==> src/design/tbpwm_pkg.sv <==
// Package of register offsets, field layouts, reset values and timing constants for the timer-based modulator.
package tbpwm_pkg;
  // Register indices on the plain register port.
  localparam logic [2:0] OFF_PERIOD_LIMIT = 3'h0;
  localparam logic [2:0] OFF_DUTY_LOW = 3'h1;
  localparam logic [2:0] OFF_DUTY_ACTIVE = 3'h2;
  localparam logic [2:0] OFF_CONTROL = 3'h3;
  localparam logic [2:0] OFF_TIMER_CTRL = 3'h4;
  localparam logic [2:0] OFF_TIMER_COUNT = 3'h5;
  localparam logic [2:0] OFF_STATUS = 3'h6;
  // Control register fields.
  localparam int CTRL_DUTY_LSB_HI = 5;
  localparam int CTRL_DUTY_LSB_LO = 4;
  localparam int CTRL_MODE_HI = 3;
  localparam int CTRL_MODE_LO = 0;
  localparam logic [3:0] MODE_MODULATE = 4'hC;
  localparam logic [3:0] MODE_MODULATE_MASK = 4'hC;
  // Timer control fields: prescale select in bits 1:0, run enable bit 2, postscale in bits 6:3.
  localparam int TCTRL_PRE_HI = 1;
  localparam int TCTRL_PRE_LO = 0;
  localparam int TCTRL_RUN = 2;
  localparam int TCTRL_POST_HI = 6;
  localparam int TCTRL_POST_LO = 3;
  // Reset values.
  localparam logic [7:0] PERIOD_LIMIT_RST = 8'hFF;
  localparam logic [7:0] DUTY_LOW_RST = 8'h00;
  localparam logic [7:0] CONTROL_RST = 8'h00;
  localparam logic [7:0] TIMER_CTRL_RST = 8'h00;
  // One instruction cycle is four oscillator clocks.
  localparam int OSC_PER_CYCLE = 4;
  localparam logic [1:0] PHASE_LAST = 2'(OSC_PER_CYCLE - 1);
  // Prescale selects: 1, 4 and 16 instruction cycles per timer increment.
  localparam logic [1:0] PRE_DIV1 = 2'h0;
  localparam logic [1:0] PRE_DIV4 = 2'h1;
  localparam logic [3:0] PRE_LAST_DIV4 = 4'h3;
  localparam logic [3:0] PRE_LAST_DIV16 = 4'hF;
endpackage : tbpwm_pkg

==> src/design/tbpwm_prescaler.sv <==
// Instruction-phase counter and timer prescaler producing the period timer's increment strobe.
`timescale 1ns/1ns
`default_nettype none
module tbpwm_prescaler (
  input wire logic clock_i,
  input wire logic rst_b_i,
  input wire logic ce_i,
  input wire logic run_i,
  input wire logic [1:0] pre_sel_i,
  output logic tick_o,
  output logic [1:0] fine_o
);
  typedef struct packed {
    logic [1:0] phase;
    logic [3:0] pre;
  } tbpwm_pre_state_t;

  tbpwm_pre_state_t st_r;
  tbpwm_pre_state_t st_nxt;
  logic [3:0] pre_last;
  logic cyc_end;

  // Last prescaler count for the selected ratio.
  always_comb begin
    case (pre_sel_i)
      tbpwm_pkg::PRE_DIV1: pre_last = 4'h0;
      tbpwm_pkg::PRE_DIV4: pre_last = tbpwm_pkg::PRE_LAST_DIV4;
      default: pre_last = tbpwm_pkg::PRE_LAST_DIV16;
    endcase
  end

  assign cyc_end = (st_r.phase == tbpwm_pkg::PHASE_LAST);
  assign tick_o = run_i && cyc_end && (st_r.pre == pre_last);

  // Fine bits of the coming cycle: phase at 1:1, prescaler bits 1:0 at 1:4 and bits 3:2 at 1:16.
  // They look one step ahead because the output latch is registered and would otherwise fall a clock late.
  always_comb begin
    if (pre_sel_i == tbpwm_pkg::PRE_DIV1) begin
      fine_o = st_nxt.phase;
    end else if (pre_sel_i == tbpwm_pkg::PRE_DIV4) begin
      fine_o = st_nxt.pre[1:0];
    end else begin
      fine_o = st_nxt.pre[3:2];
    end
  end

  // Phase always rolls; the prescaler only counts while the timer runs.
  always_comb begin
    st_nxt = st_r;
    st_nxt.phase = st_r.phase + 2'h1;
    if (!run_i) begin
      st_nxt.pre = 4'h0;
    end else if (cyc_end) begin
      st_nxt.pre = (st_r.pre >= pre_last) ? 4'h0 : st_r.pre + 4'h1;
    end
  end

  always_ff @(posedge clock_i or negedge rst_b_i) begin
    if (!rst_b_i) begin
      st_r <= '0;
    end else if (ce_i) begin
      st_r <= st_nxt;
    end
  end
endmodule : tbpwm_prescaler
`default_nettype wire

==> src/design/tbpwm_top.sv <==
// Timer-based single-channel pulse-width modulator with its period timer and register port.
//
// Function
// - The period is (period limit + 1) times four oscillator clocks times the prescale ratio, set by software.
// - When the timer equals the period limit it clears on the next increment, starting a new period.
// - At each rollover the output goes high unless the duty value is zero.
// - At each rollover in modulation mode the written duty value is copied into the active compare buffer.
// - The postscaler only makes a separate update event and never alters the modulator's period.
// - The duty value is ten bits: eight high bits from the duty low byte, two low bits from control bits 5:4.
// - The high time is the ten-bit duty value times one oscillator clock times the prescale ratio.
// - Duty writes are taken at any time but act only after the next rollover transfers them.
// - In modulation mode the active duty buffer reads back but ignores writes.
// - The active duty lives in the buffer byte plus a two-bit latch, both loaded together at rollover.
// - The output goes low when the buffered duty equals the timer extended by two fine bits.
// - A duty value beyond the period gives no clearing match, so the output stays high all period.
// - Writing zero to the whole control register forces the modulator output latch low.
`timescale 1ns/1ns
`default_nettype none
module tbpwm_top (
  input wire logic clock_i,
  input wire logic rst_b_i,
  input wire logic ce_i,
  input wire logic [2:0] addr_i,
  input wire logic [7:0] wdata_i,
  input wire logic wr_i,
  input wire logic rd_i,
  output logic [7:0] rdata_o,
  input wire logic [7:0] port_c_direction_bits_i,
  input wire logic port_c_data_i,
  output logic modulated_output_pin_o,
  output logic modulated_output_pin_oe_o,
  output logic postscale_event_o
);
  typedef struct packed {
    logic [7:0] period_limit_register;
    logic [7:0] duty_low_byte;
    logic [7:0] duty_active_buffer;
    logic [1:0] duty_active_lsb;
    logic [7:0] capture_modulator_control;
    logic [7:0] timer_ctrl;
    logic [7:0] period_timer_count;
    logic [3:0] post_count;
    logic out_latch;
    logic post_event;
    logic [7:0] rdata;
  } tbpwm_state_t;

  tbpwm_state_t st_r;
  tbpwm_state_t st_nxt;
  logic tick;
  logic [1:0] fine;
  logic pwm_mode;
  logic match;
  logic rollover;
  logic [9:0] duty_written;
  logic [9:0] duty_active;
  logic [9:0] timer_ext;
  logic [7:0] count_next;

  // Decodes whether a control value selects modulation mode.
  function automatic logic tbpwm_is_pwm(input logic [7:0] ctrl);
    tbpwm_is_pwm = (ctrl[tbpwm_pkg::CTRL_MODE_HI:tbpwm_pkg::CTRL_MODE_LO] & tbpwm_pkg::MODE_MODULATE_MASK)
                   == tbpwm_pkg::MODE_MODULATE;
  endfunction : tbpwm_is_pwm

  tbpwm_prescaler u_prescaler (
    .clock_i(clock_i),
    .rst_b_i(rst_b_i),
    .ce_i(ce_i),
    .run_i(st_r.timer_ctrl[tbpwm_pkg::TCTRL_RUN]),
    .pre_sel_i(st_r.timer_ctrl[tbpwm_pkg::TCTRL_PRE_HI:tbpwm_pkg::TCTRL_PRE_LO]),
    .tick_o(tick),
    .fine_o(fine)
  );

  // Period match and the ten-bit duty words.
  assign pwm_mode = tbpwm_is_pwm(st_r.capture_modulator_control);
  assign match = (st_r.period_timer_count == st_r.period_limit_register);
  assign rollover = tick && match;
  assign duty_written = {st_r.duty_low_byte,
                         st_r.capture_modulator_control[tbpwm_pkg::CTRL_DUTY_LSB_HI:tbpwm_pkg::CTRL_DUTY_LSB_LO]};
  assign duty_active = {st_r.duty_active_buffer, st_r.duty_active_lsb};
  // Timer value of the coming cycle; comparing one step ahead lets the registered latch fall on the duty boundary.
  assign count_next = tick ? (match ? 8'h00 : st_r.period_timer_count + 8'h01) : st_r.period_timer_count;
  assign timer_ext = {count_next, fine};

  // Next-state logic: timer, double buffer, output latch, postscaler and register port.
  always_comb begin
    st_nxt = st_r;
    st_nxt.post_event = 1'b0;
    // Timer advance and clear at the period match.
    st_nxt.period_timer_count = count_next;
    // Output latch: compare clears, rollover sets; the rollover wins over a same-cycle clear.
    if (pwm_mode && (duty_active == timer_ext)) begin
      st_nxt.out_latch = 1'b0;
    end
    if (pwm_mode && rollover) begin
      st_nxt.duty_active_buffer = st_r.duty_low_byte;
      st_nxt.duty_active_lsb = duty_written[1:0];
      st_nxt.out_latch = (duty_written != 10'h000);
    end
    if (!pwm_mode) begin
      st_nxt.out_latch = 1'b0;
    end
    // Postscaler counts period matches for an update event only.
    if (rollover) begin
      if (st_r.post_count >= st_r.timer_ctrl[tbpwm_pkg::TCTRL_POST_HI:tbpwm_pkg::TCTRL_POST_LO]) begin
        st_nxt.post_count = 4'h0;
        st_nxt.post_event = 1'b1;
      end else begin
        st_nxt.post_count = st_r.post_count + 4'h1;
      end
    end
    // Register writes; duty writes land in the software copy and wait for rollover.
    if (wr_i) begin
      case (addr_i)
        tbpwm_pkg::OFF_PERIOD_LIMIT: st_nxt.period_limit_register = wdata_i;
        tbpwm_pkg::OFF_DUTY_LOW: st_nxt.duty_low_byte = wdata_i;
        tbpwm_pkg::OFF_DUTY_ACTIVE: begin
          if (!pwm_mode) begin
            st_nxt.duty_active_buffer = wdata_i;
          end
        end
        tbpwm_pkg::OFF_CONTROL: begin
          st_nxt.capture_modulator_control = wdata_i;
          if (wdata_i == 8'h00) begin
            st_nxt.out_latch = 1'b0;
          end
        end
        tbpwm_pkg::OFF_TIMER_CTRL: st_nxt.timer_ctrl = wdata_i;
        tbpwm_pkg::OFF_TIMER_COUNT: st_nxt.period_timer_count = wdata_i;
        default: st_nxt.rdata = st_r.rdata;
      endcase
    end
    // Read data stand only in the cycle after the read strobe.
    st_nxt.rdata = 8'h00;
    if (rd_i) begin
      case (addr_i)
        tbpwm_pkg::OFF_PERIOD_LIMIT: st_nxt.rdata = st_r.period_limit_register;
        tbpwm_pkg::OFF_DUTY_LOW: st_nxt.rdata = st_r.duty_low_byte;
        tbpwm_pkg::OFF_DUTY_ACTIVE: st_nxt.rdata = st_r.duty_active_buffer;
        tbpwm_pkg::OFF_CONTROL: st_nxt.rdata = st_r.capture_modulator_control;
        tbpwm_pkg::OFF_TIMER_CTRL: st_nxt.rdata = st_r.timer_ctrl;
        tbpwm_pkg::OFF_TIMER_COUNT: st_nxt.rdata = st_r.period_timer_count;
        tbpwm_pkg::OFF_STATUS: st_nxt.rdata = {6'h00, st_r.duty_active_lsb[1], st_r.out_latch};
        default: st_nxt.rdata = 8'h00;
      endcase
    end
  end

  // State register; the clock enable freezes everything.
  always_ff @(posedge clock_i or negedge rst_b_i) begin
    if (!rst_b_i) begin
      st_r.period_limit_register <= tbpwm_pkg::PERIOD_LIMIT_RST;
      st_r.duty_low_byte <= tbpwm_pkg::DUTY_LOW_RST;
      st_r.duty_active_buffer <= 8'h00;
      st_r.duty_active_lsb <= 2'h0;
      st_r.capture_modulator_control <= tbpwm_pkg::CONTROL_RST;
      st_r.timer_ctrl <= tbpwm_pkg::TIMER_CTRL_RST;
      st_r.period_timer_count <= 8'h00;
      st_r.post_count <= 4'h0;
      st_r.out_latch <= 1'b0;
      st_r.post_event <= 1'b0;
      st_r.rdata <= 8'h00;
    end else if (ce_i) begin
      st_r <= st_nxt;
    end
  end

  // Pin mux: the direction bit decides whether the pin drives; modulation replaces the port data.
  assign modulated_output_pin_oe_o = !port_c_direction_bits_i[2];
  assign modulated_output_pin_o = pwm_mode ? st_r.out_latch : port_c_data_i;
  assign postscale_event_o = st_r.post_event;
  assign rdata_o = st_r.rdata;
endmodule : tbpwm_top
`default_nettype wire

==> config.mk <==
export PLATFORM = sky130hd
export DESIGN_NAME = tbpwm_top
export DESIGN_NICKNAME = d
export VERILOG_FILES = /design/src/design/tbpwm_pkg.sv /design/src/design/tbpwm_prescaler.sv /design/src/design/tbpwm_top.sv
export SDC_FILE = /design/constraint.sdc
export NUM_CORES = 1
export LEC_CHECK = 0
export ABC_AREA = 1
export BUFFER_PORTS_ARGS = -buffer_cell sky130_fd_sc_hd__buf_2
export CAP_MARGIN = 20
export CORE_ASPECT_RATIO = 1.5
export CORE_MARGIN = 4
export CORE_UTILIZATION = 54
export CTS_CLUSTER_DIAMETER = 50
export CTS_CLUSTER_SIZE = 25
export DETAILED_ROUTE_END_ITERATION = 8
export PLACE_DENSITY = 0.84
export SETUP_SLACK_MARGIN = 0.2
export SYNTH_ARGS = -nofsm -noshare
export SYNTH_HDL_FRONTEND = slang
export SYNTH_HIERARCHICAL = 1
export SYNTH_SLANG_ARGS = --single-unit
==> constraint.sdc <==
create_clock -name clock_i -period 2.52 [get_ports clock_i]
set_input_delay 0.378 -clock clock_i [delete_from_list [all_inputs] [get_ports clock_i]]
set_output_delay 0.378 -clock clock_i [all_outputs]
set_load 0.02 [all_outputs]
==> results of run 1 <==
==> cells by family (layout without fill, tap and decap cells) <==
family          Yosys count  in the layout
xor+xnor                  9              9
simple gates            233            234
compound gates          133            133
fa+ha+maj                12             12
flops                    70             70
buf+inv                 103            162
==> worst max-delay path, cell delays in order, from the launching register on <==
cell     delay (ps)
dfrtp_2         440
nor2_4          120
inv_2            70
ha_4            280
nand2_4          50
nor2_4           90
nor2_1           40
nand2_1         110
nand2_4          90
nand3_1         100
nand3_2          70
xor2_1          160
nor2_1          230
nand3_1         120
nor2_1          120
nand2_1          60
nor2_1           80
nand2_1          90
nand2_1          80
a21oi_2          50
==> state kept, by name, indices dropped and copies added, names as in the netlist <==
| signal | flops |
|---|---|
| duty_active | 10 |
| duty_written | 10 |
| postscale_event_o | 1 |
| rdata_o | 8 |
| st_r | 35 |
| u_prescaler/st_r | 6 |
==> layer usage <==
layer  GRT usage  vias up  routed length (µm)
met5           0        -                   0
li1            -     1949                   -
met4       0.205        0                 805
met1       0.319     1968                4700
met3      0.0432       63                 801
met2       0.491      192                6520
==> through the flow <==
stage / setup WS (ps) / power (W) / TNS, ps / hold WS [ps] / utilization
global placement: -38.3 / 0.00246 / -38.3 / 425 / 0.603
floorplan: 211 / 0.00215 / 0 / 82.4 / -
global route: -192 / 0.00413 / -223 / 85.6 / 0.674
CTS: 26.2 / 0.00379 / 0 / 70.8 / 0.653
detailed placement: -109 / 0.00250 / -109 / 430 / 0.603
finish: -51.5 / 0.00391 / -51.5 / 63.1 / 0.674
==> area by class of cell <==
class                           count  area [µm²]  share of cell area
Clock inverter                      4        50.0             0.00975
Timing Repair Buffer               63         444              0.0865
Clock buffer                       12         236              0.0461
Tap cell                          102         128              0.0249
Multi-Input combinational cell    388        2190               0.428
Sequential cell                    70        1760               0.343
Inverter                           83         317              0.0617
==> synthesized netlist by cell type, types with 2 or more instances <==
cell and n:
nand2_2 8, buf_4 8, a22o_1 2, inv_1 74, o2111ai_1 2, clkbuf_1 5, nor3_4 4, o221ai_1 6
buf_2 5, ha_1 12, o21ai_0 64, o22ai_1 4, nor2_1 20, nor4_1 3, a221oi_1 5, dfstp_2 8
dfrtp_1 62, xnor2_1 3, o211ai_1 3, nand4_1 2, o21ai_1 10, a22oi_1 7, nor2_2 4, inv_2 8
nand2_1 153, nor2_4 2, nor3_1 2, nand3_1 29, xor2_1 6, a21oi_1 25
==> power breakdown <==
| part | switching [W] | internal, W |
|---|---|---|
| Sequential | 0.000197 | 0.00133 |
| Combinational | 0.000701 | 0.000453 |
| Clock | 0.000464 | 0.000765 |
| Total | 0.00136 | 0.00254 |
==> worst paths after layout <==
| path | endpoint | cells after the start | slack [ps] | start |
|---|---|---|---|---|
| worst max-delay path | st_r[9]$_DFFE_PN0P_ | 19 | -50 | st_r[23]$_DFFE_PN0P_ |
| worst min-delay path | st_r[29]$_DFFE_PN0P_ | 2 | 60 | rst_b_i |
| worst max register to register | st_r[9]$_DFFE_PN0P_ | 19 | -50 | st_r[23]$_DFFE_PN0P_ |
| worst min register to register | postscale_event_o$_DFFE_PN0P_ | 2 | 480 | postscale_event_o$_DFFE_PN0P_ |
| max in group asynchronous | st_r[56]$_DFFE_PN1P_ | 2 | 2120 | rst_b_i |
| min in group clock_i | st_r[20]$_DFFE_PN0P_ | 3 | 350 | wdata_i[6] |
==> layout by cell type, fill, tap and decap left out, drive strengths merged <==
cell      count
a22o          2
a221oi        5
or2           2
nand3        32
dfrtp        62
o311ai        1
o21a          1
a21o          1
nand4         2
clkbuf       12
inv          83
clkinv        1
nor3          6
clkinvlp      2
o21ai        74
a22oi         7
o2111ai       2
o221ai        6
nor2         26
dfstp         8
nand2       161
xnor2         3
a21oi        26
nor4          3
o211ai        3
o21bai        1
buf          63
xor2          6
and3          2
o22ai         4
ha           12
bufinv        1
==> what timing repair did <==
action,4_1_cts,5_1_grt
resized for setup,7,27
cloned,0,1
setup buffers,5,8
endpoints found under the setup margin,14,21
pin swaps,8,9
==> flow_metrics.tcl, run 1 <==
set metrics [dict create \
    status "finished, violations left" \
    violations "setup timing" \
    portBuffers 28 \
    max_freq_ghz 0.389 \
    crit_path_max_fanout 7 \
    n_fill_cell 630 \
    synth.avg_cell_area_um2 7.57 \
    drv_cap 0 \
    synth-seq-cells 70 \
    async_flop_share 1.00 \
    drive_gt1_frac 0.227 \
    h-tree-depth 3 \
    worstMarginPinSlew_ps 512 \
    stdcell_area_um2 5130 \
    hold_viol_final 0 \
    ir_drop_mv 0.417 \
    critPathKind "reg2reg" \
    drc_errors 0 \
    dpl_cell_area_um2 4590 \
    synthToLayoutAreaGrowth_pct 21.0 \
    grt_antenna_before_repair 0 \
    cts_buffer_depth 2 \
    synth_compound_area_frac 0.181 \
    firstDrtPassIters 6 \
    core_um2 7610 \
    num_antenna_cells 0 \
    ys_top_cells_by_area "dfrtp_1, nand2_1, o21ai_0" \
    grt_max_degree 71 \
    final.period_utilization 1.02 \
    fin_crit_ps 2570 \
    dieArea_um2 9360 \
    dpl.hpwl_um 9020 \
    power_per_cell_area_nw_per_um2 761 \
    start_util 0.557 \
    ios 36 \
    crit_arrival_ps 2800 \
    synth.distinct_cells 44 \
    hp-class "in2async" \
    postCtsHoldBufs 0 \
    via_per_inst 5.78 \
    nNetsFinal 652 \
    p_leak_nw 2.55 \
    setup_viol 1 \
    yosysTopAreaCellShare 0.366 \
    ys_seq_area_frac 0.415 \
    insertion_delay_ps 340 \
    wl_um 12800 \
    yosys.area.top_type "dfrtp_1" \
    gp_congestion 0.920 \
    syn-cell-area_um2 4240 \
    fin_skew_ps 5.02 \
    rsz0062_at_grt "yes" \
    crit_path_end_kind "flip-flop" \
    stdcell_count 722 \
    root_buffer "clkbuf_16" \
    globalRouteOverflowTotal 0 \
    startpoint_type "flip-flop" \
    grt.total_usage 0.286 \
    cts_made_buffers 9 \
    via_count 4172 \
    dp.cells 692 \
    postLayoutSetupSlackWorst_ps -51.5 \
    grt_first_pass_wirelength_um 19900 \
    synthAdderAreaFrac 0.0354 \
    drt_iter0_markers 419 \
    synth_xor_area_frac 0.0186 \
    clkSinkCount 70 \
    drv_slew 0 \
    slew_headroom 0.658 \
    yosys.area_share.simple 0.248 \
    rows 39 \
    cts.clk_slew.worst_paths_ps 50 \
    synthMuxAreaShare 0 \
    antenna_left 0 \
    ys_warn_count 6 \
    dieWidth_um 80.4 \
    synth_top_family_by_area "simple AND/OR/NAND/NOR gates" \
    cts_tree "done" \
    ys.flop_type "dfrtp_1" \
    grt_pass1_vias 4031 \
    syn_inst 560 \
    synth_edf_count 0 \
    required_ps 2750 \
    chipHeight_um 117 \
    wl_per_cell_um 17.8 \
    synth_fp_nets 597 \
]
Note: power is estimated with default switching activity, not from simulation.
==> run 2: changes to the inputs <==
ABC_AREA = not set   (was 1)
CORE_UTILIZATION = 55   (was 54)
PLACE_DENSITY = 0.85   (was 0.84)
==> flow_metrics.tcl, run 2 <==
set metrics [dict create \
    cts.clk_slew.worst_paths_ps 60 \
    grt_antenna_before_repair 0 \
    p_leak_nw 2.40 \
    synthAdderAreaFrac 0.0337 \
    synth_top_family_by_area "compound AO/OA/AOI/OAI gates" \
    synth.distinct_cells 64 \
    critPathKind "reg2reg" \
    hp-class "in2async" \
    synthMuxAreaShare 0.141 \
    worst-path-buf-inv 0 \
    drt_iter0_markers 646 \
    yosys.area_share.simple 0.132 \
    required_ps 2730 \
    setup_viol 1 \
    slew_headroom 0.417 \
    hold_slack_ps 39.8 \
    drv_slew 0 \
    grt.total_usage 0.300 \
    nNetsFinal 539 \
    p_int_w 0.00302 \
    max_stage_delay_ps 390 \
    firstDrtPassIters 7 \
    num_antenna_cells 0 \
    root_buffer "clkbuf_16" \
    ys_warn_count 6 \
    wl_um 14500 \
    synth_fp_nets 480 \
    grt_max_degree 71 \
    syn_inst 443 \
    rows 40 \
    via_per_inst 6.92 \
    cts_made_buffers 9 \
    drc_errors 0 \
    ys.flop_type "dfrtp_1" \
    ys_top_cells_by_area "dfrtp_1, mux2_2, dfstp_2" \
    synth-seq-cells 70 \
    max_freq_ghz 0.358 \
    portBuffers 28 \
    via_count 4232 \
    seq_power_share 0.359 \
    mostFrequentLayoutCell "dfrtp_1" \
    yosysTopAreaCellShare 0.348 \
    top_register "st_r" \
    drive_gt1_frac 0.406 \
    pre_cts_slack_ps -171 \
    synth_edf_count 0 \
    dp.cells 579 \
    core_um2 7960 \
    fin_crit_ps 2800 \
    grt_pass1_vias 4146 \
    postLayoutSetupSlackWorst_ps -277 \
    mostFrequentLayoutCells "dfrtp_1, buf_4, mux2_2" \
    ir_drop_mv 0.624 \
    synth.avg_cell_area_um2 10.1 \
    path_cells "or2_4 > ha_4 > nand2b_4 > a211oi_4 > o221ai_2 > o211ai_1 > xnor2_1 > o221ai_1 > a211oi_1 > nand4b_1 > nor2_2 > a41oi_1" \
    violations "setup timing" \
    startpoint_type "flip-flop" \
    p_sw_w 0.00169 \
    dieWidth_um 81.5 \
    status "finished, violations left" \
    syn-cell-area_um2 4460 \
    synth_commonest_cells "dfrtp_1, mux2_2, nand2_1, inv_1, o21ai_0" \
    synth_xor_area_frac 0.0452 \
    yosys.area.top_type "dfrtp_1" \
    final.period_utilization 1.11 \
    ys_seq_area_frac 0.395 \
    worstMarginPinSlew_ps 870 \
    insertion_delay_ps 350 \
    chipHeight_um 118 \
    hold_viol_final 0 \
    wl_per_cell_um 23.7 \
    crit_path_max_fanout 3 \
    largest_reg_flops 35 \
    crit_arrival_ps 3000 \
    pwr-share-clk 0.279 \
    p_sw_frac 0.359 \
    cts_tree "done" \
    power_frac_comb 0.362 \
    fin_skew_ps 4.42 \
    drv_cap 0 \
    h-tree-depth 3 \
    clkSinkCount 70 \
    antenna_left 0 \
    grt_first_pass_wirelength_um 21900 \
    power_per_cell_area_nw_per_um2 831 \
    stdcell_count 612 \
    slowest_stage "dfrtp_1" \
    globalRouteOverflowTotal 0 \
    dieArea_um2 9640 \
    synth_compound_area_frac 0.188 \
    rsz0062_at_grt "yes" \
    yosysMostFrequentCell "dfrtp_1" \
    crit_family "compound AO/OA/AOI/OAI gates" \
    ios 36 \
    dpl.hpwl_um 8780 \
    async_flop_share 1.00 \
    cts_buffer_depth 2 \
    crit_path_end_kind "flip-flop" \
    synthToLayoutAreaGrowth_pct 27.2 \
    gp_congestion 1.03 \
    start_util 0.560 \
]
[run 2: repair_timing]
action,in CTS,in global routing
buffers inserted,11,5
resized for setup,39,32
cloned,0,1
setup endpoints to repair,15,19
hold buffers,0,0
pin swaps,14,10
[run 2: logic make-up after synthesis]
logic type,count (synthesis)
AO/OA/AOI/OAI,118
AND/OR/NAND/NOR,107
flip-flops,70
multiplexers,53
XOR/XNOR,23
adder cells (fa/ha/maj),12
buffers and inverters,60
[run 2: routing by layer]
| layer | global-route usage | routed length [µm] | share of wire |
|---|---|---|---|
| met5 | 0 | 0 | 0 |
| met4 | 0.198 | 1090 | 0.075 |
| met3 | 0.0572 | 1100 | 0.076 |
| met2 | 0.488 | 7210 | 0.50 |
| met1 | 0.349 | 5100 | 0.35 |
[run 2: final timing paths]
check / slack [ps] / from / cells past startpoint / end
min in group clock_i: 390 / wdata_i[5] / 3 / st_r[27]$_DFFE_PN0P_
hold / removal: 40 / rst_b_i / 2 / rdata_o[0]$_DFFE_PN0P_
setup reg to reg: -280 / st_r[22]$_DFFE_PN0P_ / 12 / st_r[9]$_DFFE_PN0P_
setup / recovery: -280 / st_r[22]$_DFFE_PN0P_ / 12 / st_r[9]$_DFFE_PN0P_
max in group asynchronous: 2120 / rst_b_i / 2 / st_r[56]$_DFFE_PN1P_
hold reg to reg: 520 / st_r[37]$_DFFE_PN0P_ / 1 / st_r[37]$_DFFE_PN0P_
[run 2: cell type report]
type                       instances  area (µm²)
multi-input combinational        313        2730
fill                             497        2280
sequential                        70        1760
timing repair buffer              81         639
clock buffer                      10         239
tap                              105         131
inverter                          27         108
clock inverter                     6        68.8
[run 2: stage by stage]
| stage | setup TNS [ps] | total power, W | area [µm²] | util |
|---|---|---|---|---|
| finish | -277 | 0.00471 | 5670 | 0.713 |
| detailed placement | -214 | 0.00314 | 4880 | 0.614 |
| global placement | -80.8 | 0.00306 | 4880 | 0.614 |
| CTS | -199 | 0.00455 | 5490 | 0.690 |
| floorplan | 0 | 0.00264 | 4500 | - |
| global route | -876 | 0.00492 | 5670 | 0.713 |
[run 2: power groups by stage]
stage	sequential [W]	clock [W]	combinational [W]
detailed placement	0.00167	0	0.00147
finish	0.00169	0.00131	0.00171
CTS	0.00166	0.00132	0.00157
floorplan	0.00156	0	0.00107
global route	0.00171	0.00138	0.00183
global placement	0.00165	0	0.00141
==> run 3: changes to the inputs <==
MAX_ROUTING_LAYER = met4   (was not set)
SKIP_LAST_GASP = 1   (was not set)
==> flow_metrics.tcl, run 3 (synthesis gave the netlist of run 2 again) <==
set metrics [dict create \
    rsz0062_at_grt "yes" \
    nNetsFinal 542 \
    grt_first_pass_wirelength_um 20000 \
    critPathKind "reg2reg" \
    clkSinkCount 70 \
    via_per_inst 6.36 \
    setup-tns-final_ps -140 \
    mostFrequentLayoutCells "dfrtp_1, buf_4, mux2_2" \
    status "finished, violations left" \
    synthToLayoutAreaGrowth_pct 22.7 \
    start_util 0.560 \
    worstMarginPinSlew_ps 591 \
    drive_gt1_frac 0.369 \
    num_antenna_cells 0 \
    drv_cap 0 \
    crit_top_cell "o211ai_1" \
    postLayoutSetupSlackWorst_ps -140 \
    cts_buffer_depth 2 \
    slew_headroom 0.606 \
    path_cells "or2_4 > ha_4 > nand2b_4 > a211oi_4 > buf_4 > o211ai_1 > o211ai_1 > xnor2_1 > o221ai_1 > a211oi_2 > nand4b_1 > nor2_1 > a41oi_1" \
    worstSetupStartpoint "st_r[23]$_DFFE_PN0P_" \
    final.period_utilization 1.06 \
    gp_congestion 1.05 \
    via_count 3913 \
    grt_pass1_vias 3904 \
    required_ps 2730 \
    worst-path-buf-inv 1 \
    drc_errors 0 \
    drt_iter0_markers 339 \
    wl_per_cell_um 20.8 \
    pre_cts_slack_ps -125 \
    fin_crit_ps 2660 \
    r2r-start "st_r[23]$_DFFE_PN0P_" \
    core_um2 7960 \
    rows 40 \
    h-tree-depth 3 \
    crit_path_end_kind "flip-flop" \
    chipHeight_um 118 \
    max_freq_ghz 0.376 \
    dieWidth_um 81.5 \
    postCtsHoldBufs 0 \
    top_register "st_r" \
    wl_um 12800 \
    ios 36 \
    portBuffers 28 \
    grt_antenna_before_repair 0 \
    drv_slew 0 \
    setup_viol 1 \
    startpoint_type "flip-flop" \
    grt.total_usage 0.283 \
    ir_drop_mv 0.443 \
    firstDrtPassIters 5 \
    cts_tree "done" \
    hold_viol_final 0 \
    antenna_left 0 \
    crit_family "compound AO/OA/AOI/OAI gates" \
    insertion_delay_ps 340 \
    globalRouteOverflowTotal 0 \
    slowest_stage "dfrtp_1" \
    r2r_setup_slack_ps -140 \
    p_leak_nw 2.36 \
    crit_arrival_ps 2870 \
    crit_path_max_fanout 3 \
    violations "setup timing" \
    dpl.hpwl_um 8940 \
    mostFrequentLayoutCell "dfrtp_1" \
    hp-class "in2async" \
    dieArea_um2 9640 \
    root_buffer "clkbuf_16" \
    fin_skew_ps 6.18 \
    max_stage_delay_ps 390 \
    cts.clk_slew.worst_paths_ps 60 \
    largest_reg_flops 35 \
    power_per_cell_area_nw_per_um2 845 \
    grt_max_degree 46 \
    cts_made_buffers 9 \
]
[run 3: cell count changes in the layout (fill, tap and decap cells not counted), sizes merged]
cell | before | now
clkinvlp | 2 | 4
clkbuf | 11 | 9
inv | 27 | 28
clkinv | 3 | 1
buf | 80 | 83
o21ai | 27 | 28
[run 3: final timing paths]
path                                          endpoint  cells after the start
max in group asynchronous         st_r[58]$_DFFE_PN1P_                      2
min in group clock_i              st_r[25]$_DFFE_PN0P_                      2
worst max register to register     st_r[9]$_DFFE_PN0P_                     13
worst max-delay path               st_r[9]$_DFFE_PN0P_                     13
worst min-delay path            rdata_o[6]$_DFFE_PN0P_                      1
worst min register to register    st_r[36]$_DFFE_PN0P_                      1
[run 3: per-layer routing]
| metal | wire [µm] | global-route usage | share of wire |
|---|---|---|---|
| met3 | 717 | 0.0564 | 0.056 |
| met5 | 0 | - | 0 |
| met4 | 872 | 0.173 | 0.068 |
| met2 | 6580 | 0.454 | 0.51 |
| met1 | 4640 | 0.315 | 0.36 |
[run 3: timing repair]
action,in CTS,in global routing
gates cloned,0,1
resized for setup,17,20
pin swaps,7,10
setup buffers,4,5
setup endpoints to repair,14,13
[run 3: layout make-up]
| cell class | instances | area (µm²) |
|---|---|---|
| multi-input cells | 314 | 2590 |
| flip-flops and latches | 70 | 1760 |
| inverters | 27 | 105 |
| well taps | 105 | 131 |
| clock buffers | 9 | 225 |
| repair buffers | 83 | 581 |
| clock inverters | 7 | 81.3 |
| fillers | 544 | 2490 |
[run 3: power by group]
part | internal (W) | leakage (nW) | switching, W
clock | 0.000779 | 0.141 | 0.000528
sequential | 0.00138 | 0.860 | 0.000283
combinational | 0.000830 | 1.36 | 0.000823
[run 3: through the flow]
step	hold slack, ps	instances	area (µm²)	total power (W)	util
floorplan	82.4	443	4500	0.00264	-
global placement	405	589	4950	0.00311	0.622
detailed placement	411	589	4950	0.00317	0.622
CTS	50.3	609	5360	0.00452	0.673
global route	87.7	615	5470	0.00483	0.688
finish	32.6	615	5470	0.00462	0.688
